**src/verilog/pump_flow_pkg.sv**
```systemverilog
// Shared constants and carrier types for the pump flow, mode and trip logic
package pump_flow_pkg;

  localparam int          NUM_PUMPS    = 10;
  localparam int          SPEED_W      = 8;
  localparam int          FLOW_W       = 16;
  localparam int          TEMP_W       = 10;
  localparam int          DELAY_W      = 16;
  localparam int          IDX_W        = 4;
  // Speeds in percent of rated
  localparam logic [7:0]  SPEED_ZERO   = 8'h00;
  localparam logic [7:0]  SPEED_MIN    = 8'h1E;
  localparam logic [7:0]  SPEED_MAX    = 8'h64;
  // Largest allowed bottom-to-saturation gap, degrees C
  localparam logic [9:0]  TEMP_MARGIN  = 10'h050;
  localparam int          VOTE_4_NEED  = 2;
  localparam int          VOTE_3_NEED  = 2;
  localparam int          NUM_CHANNELS = 3;
  // Pumps 0-3 are fed straight from the medium voltage buses
  localparam logic [9:0]  GROUP1_MASK  = 10'h00F;
  localparam logic [9:0]  GROUP2A_MASK = 10'h070;
  localparam logic [9:0]  GROUP2B_MASK = 10'h380;
  localparam logic [9:0]  NO_PUMPS     = 10'h000;
  localparam logic [15:0] DELAY_ZERO   = 16'h0000;
  localparam logic [15:0] DELAY_ONE    = 16'h0001;

  typedef enum logic [1:0] {
    MODE_LOAD_FOLLOW,
    MODE_FLOW_HOLD,
    MODE_MAN_INDIV,
    MODE_MAN_GANG
  } mode_t;

  typedef logic [NUM_PUMPS-1:0][SPEED_W-1:0] speed_vec_t;

  typedef struct packed {
    mode_t                     mode;
    logic                      master_auto;
    logic                      flow_auto;
    logic signed [FLOW_W-1:0]  load_err;
    logic        [FLOW_W-1:0]  flow_setpoint;
    logic        [FLOW_W-1:0]  core_flow;
    speed_vec_t                console_speed;
    logic        [SPEED_W-1:0] gang_speed;
    logic [NUM_PUMPS-1:0]      gang_assign;
    logic [NUM_PUMPS-1:0]      start_select;
    logic                      start_req;
    logic [NUM_PUMPS-1:0]      at_min;
    logic        [TEMP_W-1:0]  bottom_temp;
    logic        [TEMP_W-1:0]  sat_temp;
    logic                      trip_reset;
    logic        [DELAY_W-1:0] l2_delay;
  } op_in_t;

  typedef struct packed {
    logic [3:0] eoc;
    logic [2:0] high_press;
    logic [2:0] level3;
    logic [3:0] level2;
  } trip_in_t;

endpackage : pump_flow_pkg

```
**src/verilog/pump_flow_ctrl.sv**
```systemverilog
// Mode control, pump startup sequencing and voted pump trip logic
//
// Contract
// - Operator selects load following, flow holding, individual or collective manual mode.
// - Load following turns load error into flow demand until both errors vanish.
// - Flow loop automatic state does not depend on the master controller.
// - Flow holding compares core flow feedback with the operator flow setpoint.
// - Individual manual passes each console speed, clamped to 30-100 percent, to its drive.
// - Collective manual sets the common speed on assigned pumps only.
// - Idle pump start blocked unless bottom temperature within 80 C of saturation.
// - Startup brings pumps up one at a time to 30 percent speed.
// - All pumps held at minimum until every selected pump reached minimum.
// - Confirmed turbine trip, high pressure or level 3 trips four pumps.
// - First trip group is the four pumps fed directly from the buses.
// - Turbine trip confirmed by two of four channels.
// - High pressure and level 3 each confirmed by two of three.
// - Any one confirmed condition alone starts the first group trip.
// - Trip commands the drives to trip their thyristor inverter stages.
// - Voting is computed in three redundant channels, then majority voted.
// - Level 2 after group one trips three pumps now, three after delay.
// - Level 2 confirmed by two of four channels.
// - Abnormal conditions raise runback, pump trip, rod block and rod insertion.
`timescale 1ns/100ps
module pump_flow_ctrl
  import pump_flow_pkg::*;
(
  input  wire logic                 core_clk,
  input  wire logic                 rst_n,
  input  wire op_in_t               op_in,
  input  wire trip_in_t             trip_in,
  output speed_vec_t                speed_demand,
  output logic [NUM_PUMPS-1:0]      inverter_trip,
  output logic [FLOW_W-1:0]         flow_demand,
  output logic                      startup_busy,
  output logic                      startup_blocked,
  output logic                      runback,
  output logic                      rod_block,
  output logic                      rod_insert
);

  typedef enum logic [1:0] {SEQ_IDLE, SEQ_PICK, SEQ_WAIT} seq_t;

  function automatic logic vote_2oo4(input logic [3:0] ch);
    int n;
    n = 0;
    for (int i = 0; i < 4; i++) n += int'(ch[i]);
    return n >= VOTE_4_NEED;
  endfunction : vote_2oo4

  function automatic logic vote_2oo3(input logic [2:0] ch);
    int n;
    n = 0;
    for (int i = 0; i < 3; i++) n += int'(ch[i]);
    return n >= VOTE_3_NEED;
  endfunction : vote_2oo3

  function automatic logic [SPEED_W-1:0] clamp_speed(input logic [SPEED_W-1:0] s);
    if (s < SPEED_MIN) return SPEED_MIN;
    if (s > SPEED_MAX) return SPEED_MAX;
    return s;
  endfunction : clamp_speed

  // Two-stage input synchronisers; only stage two is read by logic
  op_in_t   op_s1_reg, op_reg;
  trip_in_t trip_s1_reg, trip_reg;

  always_ff @(posedge core_clk) begin
    if (!rst_n) begin
      op_s1_reg   <= '0;
      op_reg      <= '0;
      trip_s1_reg <= '0;
      trip_reg    <= '0;
    end else begin
      op_s1_reg   <= op_in;
      op_reg      <= op_s1_reg;
      trip_s1_reg <= trip_in;
      trip_reg    <= trip_s1_reg;
    end
  end

  // Trip confirmation, one copy per processing channel
  logic [NUM_CHANNELS-1:0] ch_first, ch_level2;
  logic                    eoc_conf, hp_conf, l3_conf, l2_conf;
  logic                    first_conf, level2_conf;

  always_comb begin
    eoc_conf = vote_2oo4(trip_reg.eoc);
    hp_conf  = vote_2oo3(trip_reg.high_press);
    l3_conf  = vote_2oo3(trip_reg.level3);
    l2_conf  = vote_2oo4(trip_reg.level2);
    for (int c = 0; c < NUM_CHANNELS; c++) begin
      ch_first[c]  = eoc_conf | hp_conf | l3_conf;
      ch_level2[c] = l2_conf;
    end
    // Identical copies here, but the majority keeps the channel structure
    first_conf  = vote_2oo3(ch_first);
    level2_conf = vote_2oo3(ch_level2);
  end

  // Latched trips and the delay before the last three pumps
  logic [NUM_PUMPS-1:0] trip_reg_q, trip_next;
  logic [DELAY_W-1:0]   delay_cnt_reg, delay_cnt_next;
  logic                 runback_reg, runback_next;
  logic                 rod_block_reg, rod_block_next;
  logic                 rod_insert_reg, rod_insert_next;

  always_comb begin
    trip_next      = trip_reg_q;
    delay_cnt_next = delay_cnt_reg;
    if (first_conf)
      trip_next = trip_next | GROUP1_MASK;
    if (level2_conf && ((trip_reg_q & GROUP1_MASK) == GROUP1_MASK))
      trip_next = trip_next | GROUP2A_MASK;
    if ((trip_reg_q & GROUP2A_MASK) == GROUP2A_MASK
        && (trip_reg_q & GROUP2B_MASK) != GROUP2B_MASK) begin
      if (delay_cnt_reg >= op_reg.l2_delay)
        trip_next = trip_next | GROUP2B_MASK;
      else
        delay_cnt_next = delay_cnt_reg + DELAY_ONE;
    end
    // A reset loses to a condition that is still confirmed
    if (op_reg.trip_reset && !first_conf && !level2_conf) begin
      trip_next      = NO_PUMPS;
      delay_cnt_next = DELAY_ZERO;
    end
    runback_next    = first_conf | level2_conf;
    rod_block_next  = first_conf | level2_conf | (|trip_reg_q);
    rod_insert_next = first_conf;
  end

  always_ff @(posedge core_clk) begin
    if (!rst_n) begin
      trip_reg_q     <= NO_PUMPS;
      delay_cnt_reg  <= DELAY_ZERO;
      runback_reg    <= 1'b0;
      rod_block_reg  <= 1'b0;
      rod_insert_reg <= 1'b0;
    end else begin
      trip_reg_q     <= trip_next;
      delay_cnt_reg  <= delay_cnt_next;
      runback_reg    <= runback_next;
      rod_block_reg  <= rod_block_next;
      rod_insert_reg <= rod_insert_next;
    end
  end

  // Startup sequencer
  seq_t                 seq_reg, seq_next;
  logic [NUM_PUMPS-1:0] running_reg, running_next;
  logic [IDX_W-1:0]     cur_reg, cur_next;
  logic                 busy_reg, busy_next;
  logic                 blocked_reg, blocked_next;
  logic                 temp_ok;
  logic [TEMP_W-1:0]    temp_gap;
  logic [NUM_PUMPS-1:0] pending;

  always_comb begin
    temp_gap = (op_reg.sat_temp >= op_reg.bottom_temp)
             ? op_reg.sat_temp - op_reg.bottom_temp
             : op_reg.bottom_temp - op_reg.sat_temp;
    temp_ok  = temp_gap <= TEMP_MARGIN;
    pending  = op_reg.start_select & ~running_reg & ~trip_reg_q;
    seq_next     = seq_reg;
    running_next = running_reg & ~trip_reg_q;
    cur_next     = cur_reg;
    busy_next    = busy_reg;
    blocked_next = blocked_reg;
    unique case (seq_reg)
      SEQ_IDLE: begin
        if (op_reg.start_req) begin
          seq_next  = SEQ_PICK;
          busy_next = 1'b1;
        end
      end
      SEQ_PICK: begin
        if (pending == NO_PUMPS) begin
          seq_next  = SEQ_IDLE;
          busy_next = 1'b0;
        end else if (!temp_ok) begin
          blocked_next = 1'b1;
        end else begin
          blocked_next = 1'b0;
          for (int i = NUM_PUMPS - 1; i >= 0; i--) begin
            if (pending[i])
              cur_next = IDX_W'(i);
          end
          seq_next = SEQ_WAIT;
        end
      end
      SEQ_WAIT: begin
        // One pump at a time, next only once this one sits at minimum or has tripped
        running_next[cur_reg] = ~trip_reg_q[cur_reg];
        if (op_reg.at_min[cur_reg] || trip_reg_q[cur_reg])
          seq_next = SEQ_PICK;
      end
    endcase
  end

  always_ff @(posedge core_clk) begin
    if (!rst_n) begin
      seq_reg     <= SEQ_IDLE;
      running_reg <= NO_PUMPS;
      cur_reg     <= '0;
      busy_reg    <= 1'b0;
      blocked_reg <= 1'b0;
    end else begin
      seq_reg     <= seq_next;
      running_reg <= running_next;
      cur_reg     <= cur_next;
      busy_reg    <= busy_next;
      blocked_reg <= blocked_next;
    end
  end

  // Flow loops and speed demands
  logic [FLOW_W-1:0]  flow_dem_reg, flow_dem_next;
  logic [SPEED_W-1:0] loop_speed_reg, loop_speed_next;
  speed_vec_t         speed_reg, speed_next;
  logic               flow_high, flow_low;

  always_comb begin
    flow_dem_next   = flow_dem_reg;
    loop_speed_next = loop_speed_reg;
    unique case (op_reg.mode)
      MODE_LOAD_FOLLOW: begin
        if (op_reg.master_auto && op_reg.load_err > 0)
          flow_dem_next = flow_dem_reg + 16'h0001;
        else if (op_reg.master_auto && op_reg.load_err < 0 && flow_dem_reg != '0)
          flow_dem_next = flow_dem_reg - 16'h0001;
      end
      MODE_FLOW_HOLD: flow_dem_next = op_reg.flow_setpoint;
      default: ;
    endcase
    flow_high = op_reg.core_flow > flow_dem_reg;
    flow_low  = op_reg.core_flow < flow_dem_reg;
    // Flow loop runs on its own enable, whatever the master does
    if (op_reg.flow_auto && !busy_reg
        && (op_reg.mode == MODE_LOAD_FOLLOW || op_reg.mode == MODE_FLOW_HOLD)) begin
      if (flow_low && loop_speed_reg < SPEED_MAX)
        loop_speed_next = loop_speed_reg + 8'h01;
      else if (flow_high && loop_speed_reg > SPEED_MIN)
        loop_speed_next = loop_speed_reg - 8'h01;
    end
    speed_next = speed_reg;
    for (int i = 0; i < NUM_PUMPS; i++) begin
      if (trip_reg_q[i] || !running_next[i]) begin
        speed_next[i] = SPEED_ZERO;
      end else if (busy_reg) begin
        // Higher speed would overdrive a drive still facing start load
        speed_next[i] = SPEED_MIN;
      end else begin
        unique case (op_reg.mode)
          MODE_MAN_INDIV: speed_next[i] = clamp_speed(op_reg.console_speed[i]);
          MODE_MAN_GANG:
            if (op_reg.gang_assign[i])
              speed_next[i] = clamp_speed(op_reg.gang_speed);
          default:
            if (op_reg.flow_auto)
              speed_next[i] = loop_speed_reg;
        endcase
      end
    end
  end

  always_ff @(posedge core_clk) begin
    if (!rst_n) begin
      flow_dem_reg   <= '0;
      loop_speed_reg <= SPEED_MIN;
      speed_reg      <= '0;
    end else begin
      flow_dem_reg   <= flow_dem_next;
      loop_speed_reg <= loop_speed_next;
      speed_reg      <= speed_next;
    end
  end

  assign speed_demand    = speed_reg;
  assign inverter_trip   = trip_reg_q;
  assign flow_demand     = flow_dem_reg;
  assign startup_busy    = busy_reg;
  assign startup_blocked = blocked_reg;
  assign runback         = runback_reg;
  assign rod_block       = rod_block_reg;
  assign rod_insert      = rod_insert_reg;
endmodule : pump_flow_ctrl

```
**config.mk**
```make
export PLATFORM = sky130hd
export DESIGN_NAME = pump_flow_ctrl
export DESIGN_NICKNAME = d
export VERILOG_FILES = /design/src/verilog/pump_flow_pkg.sv /design/src/verilog/pump_flow_ctrl.sv
export SDC_FILE = /design/constraint.sdc
export NUM_CORES = 1
export LEC_CHECK = 0
export BUFFER_PORTS_ARGS = -buffer_cell sky130_fd_sc_hd__buf_4
export CORE_ASPECT_RATIO = 0.7
export CORE_MARGIN = 3
export CORE_UTILIZATION = 40
export DETAILED_ROUTE_END_ITERATION = 7
export HOLD_SLACK_MARGIN = 0.08
export PLACE_DENSITY = 0.67
export SYNTH_ARGS = -nofsm -noshare
export SYNTH_HDL_FRONTEND = slang
export SYNTH_SLANG_ARGS = --single-unit
```
**constraint.sdc**
```tcl
create_clock -name core_clk -period 5.05 [get_ports core_clk]
set_clock_uncertainty 0.15 [all_clocks]
set_input_delay 0.2525 -clock core_clk [delete_from_list [all_inputs] [get_ports core_clk]]
set_output_delay 0.2525 -clock core_clk [all_outputs]
set_load 0.01 [all_outputs]
```
==> out/metrics.yaml, run 1 <==
outcome: "finished clean"
dp_hpwl_microns: 40230
hold_buffers: 222
yosysSeqAreaShare_pct: 53.82
nets: 3051
synth-edff-count: 0
setup_violations: 0
ys_ff_latch: 588
path_common_cell: "a21o_1"
power.leakage_nw: 12.31
power_mw: 10.90
hold_class: "in2reg"
drive_gt1_share_pct: 17.02
die_y_microns: 201.6
crit_chain: "inv_1 > ha_1 > a21o_1 > a21o_1 > a21o_1 > a21oi_1 > o21ai_1 > nor3_1 > nand2b_1 > ha_1 > a21o_1 > a21oi_1 > o21bai_1 > a21oi_1 > o21a_1 > nor2_1 > a221o_1 > and3_1"
required_ns: 5.41
ys_types: 88
synth_xor_area_share_pct: 1.281
finalHoldViolCount: 0
clkTransAtPathRegs_ns: 0.06
rows: 71
syn_to_final_growth_pct: 33.81
worstSetupEndpointType: "register"
initial_utilization_pct: 40.56
synth_mux_area_share_pct: 1.070
route.detailed.drc: 0
grt_pass1_wl_microns: 93190
dr.first_iter.drc_count: 987
die_area_sq_um: 57560
synth_adder_area_share_pct: 4.600
rsz0062_at_grt: "false"
wl_per_cell_microns: 16.80
fin_setup_tns_ns: 0
worst_pin_slew_ns: 1.218
htreeDepth: 2
synth_top_cell_area_share_pct: 53.82
startpoint_type: "register"
numCtsBuffers: 56
ir_drop_mv: 0.2698
stdcell_area_sq_um: 29270
yosysWarnings: 0
synth-async-reset-ratio_pct: 0
synth_area_sq_um: 21870
arrival_ns: 4.62
fillers: 4645
grt_util_met1_pct: 26.38
core_area_sq_um: 53920
synth_cells: 2218
cts_tree: "yes"
cts_sinks: 588
use_met3_pct: 4.281
dpl_cell_area_sq_um: 25010
synth_top_family_by_area: "simple AND/OR/NAND/NOR gates"
antenna_found_initial: 4
grt-busiest-layer: "met2"
ant_nets: 0
cts_root_buf: "clkbuf_16"
io_buffers: 334
cp_top_family: "compound AO/OA/AOI/OAI gates"
io_pins: 335
synth.most_common_cell: "dfxtp_1"
cts_buffer_depth: 3
combPwrFrac_pct: 12.9
grt_usage_pct: 20.06
finalNonFillerCells: 3529
p_sw_share_pct: 24.24
syn_area_per_cell_sq_um: 9.861
final_util_pct: 54.27
overflow: 0
yosys-top-cells-count: "dfxtp_1 (588), and2_1 (450), nor2_1 (157)"
max_stage_delay_ns: 0.44
ys.flop_type: "dfxtp_1"
p_seq_share_pct: 45.3
slew_headroom_pct: 18.21
cp_max_fo: 7
hold_ws_ns: 0.07747
yosys.area.top_type: "dfxtp_1"
synth_fp_nets: 2520
wl_microns: 59270
gp_congestion: 0.8444
powerDensity_nw_per_um2: 372.5
place_inst: 3199
netlist_top_cells_area: "dfxtp_1 (54%), and2_1 (13%), ha_1 (4.2%), nor2_1 (2.7%), nand2_1 (1.6%)"
setup_slack_ns: 0.7883
synth_compound_area_share_pct: 12.49
fmax_ghz: 0.2346
p_int_mw: 8.259
dieWidth_microns: 285.5
cts_resized: 0
dp_worst_setup_slack_ns: 0.8725
netSwitchingPower_mw: 2.643
worstSetupPathType: "reg2reg"
path_buf_inv: 1
pwr-share-clk_pct: 41.8
post-route-period-util_pct: 84.39
drv_slew: 0
synth-simple-area-share_pct: 23.43
grt_pass1_vias: 17510
grt.met2_usage_pct: 32.58
post_cts_buffers: 0
dr.pass1.iters: 5
vias: 17450
insertion_delay_ns: 0.61
fin_crit_ns: 4.262
viasPerCell: 4.943
cap_viol_max_count: 0
cp_slowest_cell: "dfxtp_1"
grt_max_degree: 192
-- cell families after synthesis --
family	count (synthesis)
AO/OA/AOI/OAI	396
multiplexers	20
AND/OR/NAND/NOR	922
adder cells (fa/ha/maj)	78
XOR/XNOR	32
flip-flops	588
buffers and inverters	182
-- final timing paths --
check,start,end,slack (ns),cells after the start
setup / recovery,flow_demand[9],loop_speed_reg[7],0.79,18
hold / removal,rst_n,rod_block,0.08,2
setup reg to reg,flow_demand[9],loop_speed_reg[7],0.79,18
hold reg to reg,op_s1_reg[163],op_reg[163],0.28,1
-- worst register-to-register path, stage by stage, from the launching register on --
cell and delay (ns):
dfxtp_1 0.44, inv_1 0.07, ha_1 0.31, a21o_1 0.20, a21o_1 0.17, a21o_1 0.17, a21oi_1 0.20, o21ai_1 0.16
nor3_1 0.24, nand2b_1 0.26, ha_1 0.34, a21o_1 0.17, a21oi_1 0.23, o21bai_1 0.09, a21oi_1 0.26, o21a_1 0.21
nor2_1 0.05, a221o_1 0.28, and3_1 0.16
-- area by class of cell --
class | instances | area [sq um] | area share [%]
well taps | 730 | 913.4 | 3.121
flip-flops and latches | 588 | 11770 | 40.22
multi-input cells | 1448 | 9383 | 32.06
clock inverters | 27 | 394.1 | 1.347
inverters | 85 | 319.1 | 1.090
diodes | 3 | 7.507 | 0.02565
clock buffers | 78 | 1635 | 5.588
repair buffers | 570 | 4842 | 16.55
-- power groups by stage --
| stage | logic, mW | clock network, mW | registers, mW |
|---|---|---|---|
| floorplan | 0.847 | 0 | 5.01 |
| global placement | 1.23 | 0 | 5.04 |
| detailed placement | 1.24 | 0 | 5.04 |
| global route | 1.55 | 4.87 | 4.96 |
| CTS | 1.40 | 4.66 | 4.94 |
| finish | 1.41 | 4.56 | 4.94 |
-- routing by layer --
layer	wire (microns)	vias up	part of all wire [%]
li1	-	8616	-
met1	26790	8213	45
met2	26950	483	45
met3	3487	131	5.9
met4	2035	2	3.4
met5	11	-	0.019
-- placed cells by master, fill, tap and decap left out, types with 13 or more instances in the layout --
cell type      count
dlygate4sd3_1    222
a31oi_1           15
nand4_1           19
dfxtp_1          588
xnor2_1           27
clkbuf_8          13
o211ai_1          16
buf_4            347
a21o_1            16
a21oi_1           69
o21ai_1           29
clkbuf_16         57
inv_1             83
nand3_1           18
a311oi_1          33
nor2_1           156
a211oi_1          37
nand2_1           94
o21ai_0           63
and2_1           450
nor4_1            21
o21a_1            25
nor3_1            66
ha_1              74
nand2b_1          26
(Power assumes the default switching activity.)
==> run 2: changes to the inputs <==
--- a/config.mk
+++ b/config.mk
@@ -11,7 +11,7 @@
 export CORE_UTILIZATION = 40
 export DETAILED_ROUTE_END_ITERATION = 7
 export HOLD_SLACK_MARGIN = 0.08
-export PLACE_DENSITY = 0.67
+export PLACE_DENSITY = 0.69
 export SYNTH_ARGS = -nofsm -noshare
 export SYNTH_HDL_FRONTEND = slang
 export SYNTH_SLANG_ARGS = --single-unit
==> constraint.sdc (replaced) <==
create_clock -name core_clk -period 3.9 [get_ports core_clk]
set_clock_uncertainty 0.15 [all_clocks]
set_input_delay 0.195 -clock core_clk [delete_from_list [all_inputs] [get_ports core_clk]]
set_output_delay 0.195 -clock core_clk [all_outputs]
set_load 0.01 [all_outputs]
==> run 2 against run 1 <==
  * Cell count increased by 1.7%
  * Core utilization grew 0.88 points
  * Combinational power up 38%
  * Sequential power up 29%
  * Clock-buffer cell count down 4
  * Setup slack got worse by 0.56 ns
  * Final area rose by 1.6%
  * Critical path depth unchanged
  * Non-clock buffer count increased by 68
  * Sequential cell count unchanged
  * Largest cell class unchanged
==> out/metrics.yaml, run 2 (synthesized netlist as in run 1, its figures left out) <==
outcome: "finished clean"
max_stage_delay_ns: 0.34  # -0.10 ns
clkTransAtPathRegs_ns: 0.07  # about the same
gp_congestion: 0.8667  # +2.6%
worstSetupPathType: "reg2reg"
dr.first_iter.drc_count: 929  # -5.9%
powerDensity_nw_per_um2: 462.1  # +24%
startpoint_type: "register"
cts_sinks: 588  # unchanged
grt_pass1_vias: 17870  # +2.1%
syn_to_final_growth_pct: 35.99
grt_max_degree: 217  # +13%
route.detailed.drc: 0  # unchanged
drive_gt1_share_pct: 17.21  # +0.18 points
dieWidth_microns: 285.5  # unchanged
reg2reg_depth: 18  # unchanged
finalNonFillerCells: 3590  # +1.7%
slew_headroom_pct: 21.58  # +3.4 points
post-route-period-util_pct: 94.26  # +9.9 points
io_pins: 335  # unchanged
dr.pass1.iters: 7  # +2
cts_buffer_depth: 3  # unchanged
drv_slew: 0  # unchanged
rrSetupSlack_ns: 0.22  # -0.56 ns
power.leakage_nw: 12.57  # +2.1%
io_buffers: 334  # unchanged
stdcell_area_sq_um: 29740  # +1.6%
dpl_cell_area_sq_um: 25110  # +0.41%
setup_slack_ns: 0.2238  # -0.5645 ns
wl_microns: 60380  # +1.9%
cp_slowest_cell: "dfxtp_1"
finalHoldViolCount: 0  # unchanged
worst_pin_slew_ns: 1.167  # -0.05024 ns
core_area_sq_um: 53920  # unchanged
hold_depth: 3  # +1
antenna_found_initial: 1  # -3
required_ns: 4.24  # -1.17 ns
die_y_microns: 201.6  # unchanged
initial_utilization_pct: 40.56  # unchanged
viasPerCell: 4.948  # +0.10%
nets: 3118  # +2.2%
ant_nets: 0  # unchanged
reg2reg_to: "loop_speed_reg[7]"
grt_usage_pct: 20.52  # +0.45 points
fin_setup_tns_ns: 0  # unchanged
dp_hpwl_microns: 39990  # -0.60%
ir_drop_mv: 0.3980  # +48%
cap_viol_max_count: 0  # unchanged
worstSetupEndpointType: "register"
overflow: 0  # unchanged
die_area_sq_um: 57560  # unchanged
final_cell_mix: "dfxtp_1 (588), and2_1 (450), buf_4 (361)"
htreeDepth: 2  # unchanged
insertion_delay_ns: 0.60  # about the same
final_common_cell: "dfxtp_1"
crit_chain: "inv_1 > ha_1 > a21o_1 > a21o_1 > a21o_1 > a21oi_2 > o21ai_1 > nor3_2 > nand2b_1 > ha_1 > a21o_1 > a21oi_2 > o21bai_1 > a21oi_2 > o21a_1 > nor2_1 > a221o_1 > and3_1"
vias: 17770  # +1.8%
grt_pass1_wl_microns: 95190  # +2.1%
hold_class: "in2reg"
dp_worst_setup_slack_ns: 0.05457  # -0.8179 ns
hold_end: "op_s1_reg[128]"
worstReg2RegStart: "flow_demand[9]"
wl_per_cell_microns: 16.82  # +0.13%
cp_max_fo: 4  # -3
min-delay-start: "op_in[128]"
fmax_ghz: 0.2720  # +16%
path_common_cell: "a21o_1"
cts_tree: "yes"
numCtsBuffers: 55  # -1.8%
setup_violations: 0  # unchanged
startpoint: "flow_demand[9]"
place_inst: 3211  # +0.38%
rows: 71  # unchanged
arrival_ns: 4.02  # -0.60 ns
fin_crit_ns: 3.676  # -0.5855 ns
cts_root_buf: "clkbuf_16"
run 2: cell count changes in the layout (fill, tap and decap cells not counted), sizes merged:
cell         before  now
buf             348  363
bufinv            9    3
clkinvlp          2    7
diode             3    1
dlygate4sd3     222  275
clkbuf           78   74
run 2: power breakdown:
part / total (mW) / internal (mW) / switching (mW)
registers: 6.38 / 6.25 / 0.129
logic: 1.95 / 0.988 / 0.962
clock network: 5.41 / 3.05 / 2.35
run 2: how the worst max path moves through the flow:
stage,depth (start not counted),end
2_1_floorplan,18,loop_speed_reg[7]
3_3_place_gp,18,loop_speed_reg[7]
3_5_place_dp,18,loop_speed_reg[7]
4_1_cts,18,loop_speed_reg[7]
5_1_grt,18,loop_speed_reg[7]
6_report,18,loop_speed_reg[7]
run 2: worst max-delay path: cells and delay by family, from the launching register on:
kind,cells,cell delay (ns)
flops,1,0.34
compound gates,11,1.87
fa+ha+maj,2,0.60
simple gates,4,0.57
buf+inv,1,0.05
run 2: repair_timing:
action	CTS	global route
hold buffers	275	0
setup buffers	0	3
gates resized for setup	0	5
endpoints found under the setup margin	0	2
endpoints found under the hold margin	277	0
run 2: through the flow:
| stage | utilization (%) | power, mW | hold WS, ns |
|---|---|---|---|
| 2_1_floorplan | - | 7.582 | 0.1723 |
| 5_1_grt | 55.15 | 14.34 | 0.1613 |
| 3_3_place_gp | 46.56 | 8.129 | 0.2530 |
| 6_report | 55.16 | 13.74 | 0.1974 |
| 4_1_cts | 55.07 | 13.83 | 0.1405 |
| 3_5_place_dp | 46.56 | 8.173 | 0.2557 |
run 2: final cells by class:
| type | instances | area (sq um) |
|---|---|---|
| sequential | 588 | 11770 |
| antenna | 1 | 2.502 |
| timing repair buffer | 638 | 5498 |
| multi-input combinational | 1448 | 9403 |
| inverter | 85 | 319.1 |
| clock buffer | 74 | 1579 |
| fill | 4549 | 24180 |
| tap | 730 | 913.4 |
| clock inverter | 26 | 256.5 |
run 2: layer usage:
metal | wire, microns | GRT usage (%) | vias to the layer above
met5 | 13 | 0 | -
met4 | 1925 | 6.994 | 2
met3 | 3882 | 4.655 | 141
met2 | 27860 | 34.22 | 547
met1 | 26700 | 26.23 | 8342
li1 | - | - | 8733
==> run 3: changes to the inputs <==
--- a/config.mk
+++ b/config.mk
@@ -5,7 +5,9 @@
 export SDC_FILE = /design/constraint.sdc
 export NUM_CORES = 1
 export LEC_CHECK = 0
+export ABC_CLOCK_PERIOD_IN_PS = 3900
 export BUFFER_PORTS_ARGS = -buffer_cell sky130_fd_sc_hd__buf_4
+export CAP_MARGIN = 0
 export CORE_ASPECT_RATIO = 0.7
 export CORE_MARGIN = 3
 export CORE_UTILIZATION = 40
==> constraint.sdc (replaced) <==
create_clock -name core_clk -period 3.9 [get_ports core_clk]
set_clock_uncertainty 0.15 [all_clocks]
set_input_delay 0.78 -clock core_clk [delete_from_list [all_inputs] [get_ports core_clk]]
set_output_delay 0.78 -clock core_clk [all_outputs]
set_load 0.01 [all_outputs]
==> run 3 against run 2 <==
  * Final area decreased by 9.0%
  * Worst hold slack improved by 0.025 ns
  * Setup slack got worse by 0.054 ns
  * First-iteration DRC count decreased by 11%
  * Maximum frequency decreased by 1.5%
  * Total power decreased by 1.5%
  * Via count decreased by 6.6%
  * Core utilization decreased by 5.0 points
  * Sequential power about the same
  * Global-route usage decreased by 1.6 points
  * Critical path depth unchanged
  * Critical path type unchanged
==> out/metrics.yaml, run 3 (synthesized netlist as in run 1, its figures left out) <==
gp_congestion: 0.8667  # unchanged
die_area_sq_um: 57560  # unchanged
initial_utilization_pct: 40.56  # unchanged
nets: 2844  # -8.8%
wl_per_cell_microns: 16.97  # +0.93%
ant_nets: 0  # unchanged
slew_headroom_pct: 20.61  # -0.97 points
outcome: "finished clean"
grt_max_degree: 121  # -44%
finalNonFillerCells: 3319  # -7.5%
insertion_delay_ns: 0.61  # about the same
rrSetupSlack_ns: 0.17  # -0.05 ns
rows: 71  # unchanged
vias: 16600  # -6.6%
fin_crit_ns: 3.730  # +0.05414 ns
syn_to_final_growth_pct: 23.74
final_common_cell: "dfxtp_1"
required_ns: 4.25  # about the same
power.leakage_nw: 11.40  # -9.3%
setup_violations: 0  # unchanged
startpoint_type: "register"
worstSetupPathType: "reg2reg"
numCtsBuffers: 55  # unchanged
post-route-period-util_pct: 95.65  # +1.4 points
io_buffers: 334  # unchanged
cts_sinks: 588  # unchanged
powerDensity_nw_per_um2: 500.1  # +8.2%
core_area_sq_um: 53920  # unchanged
fmax_ghz: 0.2681  # -1.5%
cap_viol_max_count: 0  # unchanged
hold_buffers: 0  # -100%
worstSetupEndpointType: "register"
dr.pass1.iters: 7  # unchanged
die_y_microns: 201.6  # unchanged
worstReg2RegStart: "flow_demand[9]"
cts_root_buf: "clkbuf_16"
place_inst: 3212  # +0.031%
dr.first_iter.drc_count: 823  # -11%
cts_tree: "yes"
viasPerCell: 5.001  # +1.1%
min-delay-start: "op_in[166]"
cp_max_fo: 5  # +1
hold_class: "in2reg"
worst_pin_slew_ns: 1.182  # +0.01446 ns
overflow: 0  # unchanged
drive_gt1_share_pct: 19.09  # +1.9 points
startpoint: "flow_demand[9]"
drv_slew: 0  # unchanged
io_pins: 335  # unchanged
arrival_ns: 4.09  # +0.07 ns
grt_usage_pct: 18.93  # -1.6 points
wl_microns: 56340  # -6.7%
dieWidth_microns: 285.5  # unchanged
antenna_found_initial: 1  # unchanged
route.detailed.drc: 0  # unchanged
final_cell_mix: "dfxtp_1 (588), and2_1 (450), buf_4 (359)"
grt_pass1_wl_microns: 87410  # -8.2%
finalHoldViolCount: 0  # unchanged
grt_pass1_vias: 16560  # -7.4%
dp_hpwl_microns: 40950  # +2.4%
cts_buffer_depth: 3  # unchanged
clkTransAtPathRegs_ns: 0.06  # about the same
htreeDepth: 2  # unchanged
ir_drop_mv: 0.3056  # -23%
hold_ws_ns: 0.2227  # +0.02535 ns
==> run 3: cell types whose count changed in the layout (fill, tap and decap cells not counted), sizes merged <==
cell         delta
clkinv          +7
clkinvlp        -5
inv             +1
clkbuf          -1
dlygate4sd3   -275
bufinv          +1
buf             +1
==> run 3: final cells by class <==
class / count / area (sq um)
sequential: 588 / 11770
antenna: 1 / 2.502
fill: 4895 / 26860
multi-input combinational: 1448 / 9404
timing repair buffer: 364 / 2790
tap: 730 / 913.4
clock inverter: 30 / 327.8
inverter: 85 / 319.1
clock buffer: 73 / 1534
==> run 3: worst max-delay path, cell delays in order (launching register included) <==
cell	delay, ns
dfxtp_1	0.32
inv_1	0.04
ha_1	0.30
a21o_1	0.19
a21o_1	0.17
a21o_1	0.16
a21oi_1	0.19
o21ai_1	0.11
nor3_2	0.17
nand2b_1	0.17
buf_4	0.17
ha_1	0.32
a21oi_2	0.18
o21bai_1	0.11
a21oi_2	0.19
o21a_1	0.19
nor2_1	0.05
a221o_1	0.28
and3_1	0.16
==> run 3: layer usage <==
| layer | wire (microns) | share of wire [%] | GRT usage (%) | vias up |
|---|---|---|---|---|
| li1 | - | - | - | 8199 |
| met1 | 25520 | 45 | 25.46 | 7786 |
| met2 | 25310 | 45 | 30.10 | 511 |
| met3 | 4025 | 7.1 | 4.428 | 99 |
| met4 | 1466 | 2.6 | 6.118 | 2 |
| met5 | 13 | 0.023 | 0 | - |
==> run 3: worst paths after layout <==
path / depth (start not counted) / endpoint
worst max-delay path: 18 / loop_speed_reg[7]
worst min-delay path: 2 / op_s1_reg[166]
worst max register to register: 18 / loop_speed_reg[7]
worst min register to register: 1 / op_reg[93]
==> run 3: timing repair <==
item,in CTS,in global routing
setup endpoints to repair,0,2
buffers inserted,0,3
resized for setup,0,5
==> run 3: power breakdown <==
group          internal, mW  switching [mW]
Clock                  3.07            2.36
Sequential             6.26           0.130
Combinational         0.810           0.909
==> run 3: metrics by stage <==
stage	power, mW	instance area (sq um)	setup TNS, ns	utilization [%]	worst slack, ns
detailed placement	8.183	25150	0	46.65	0.04186
floorplan	7.582	21870	0	-	0.1428
global route	14.12	27060	-0.03752	50.18	-0.03090
CTS	13.65	27020	0	50.10	0.002660
global placement	8.138	25150	0	46.65	0.1022
finish	13.53	27060	0	50.19	0.1696
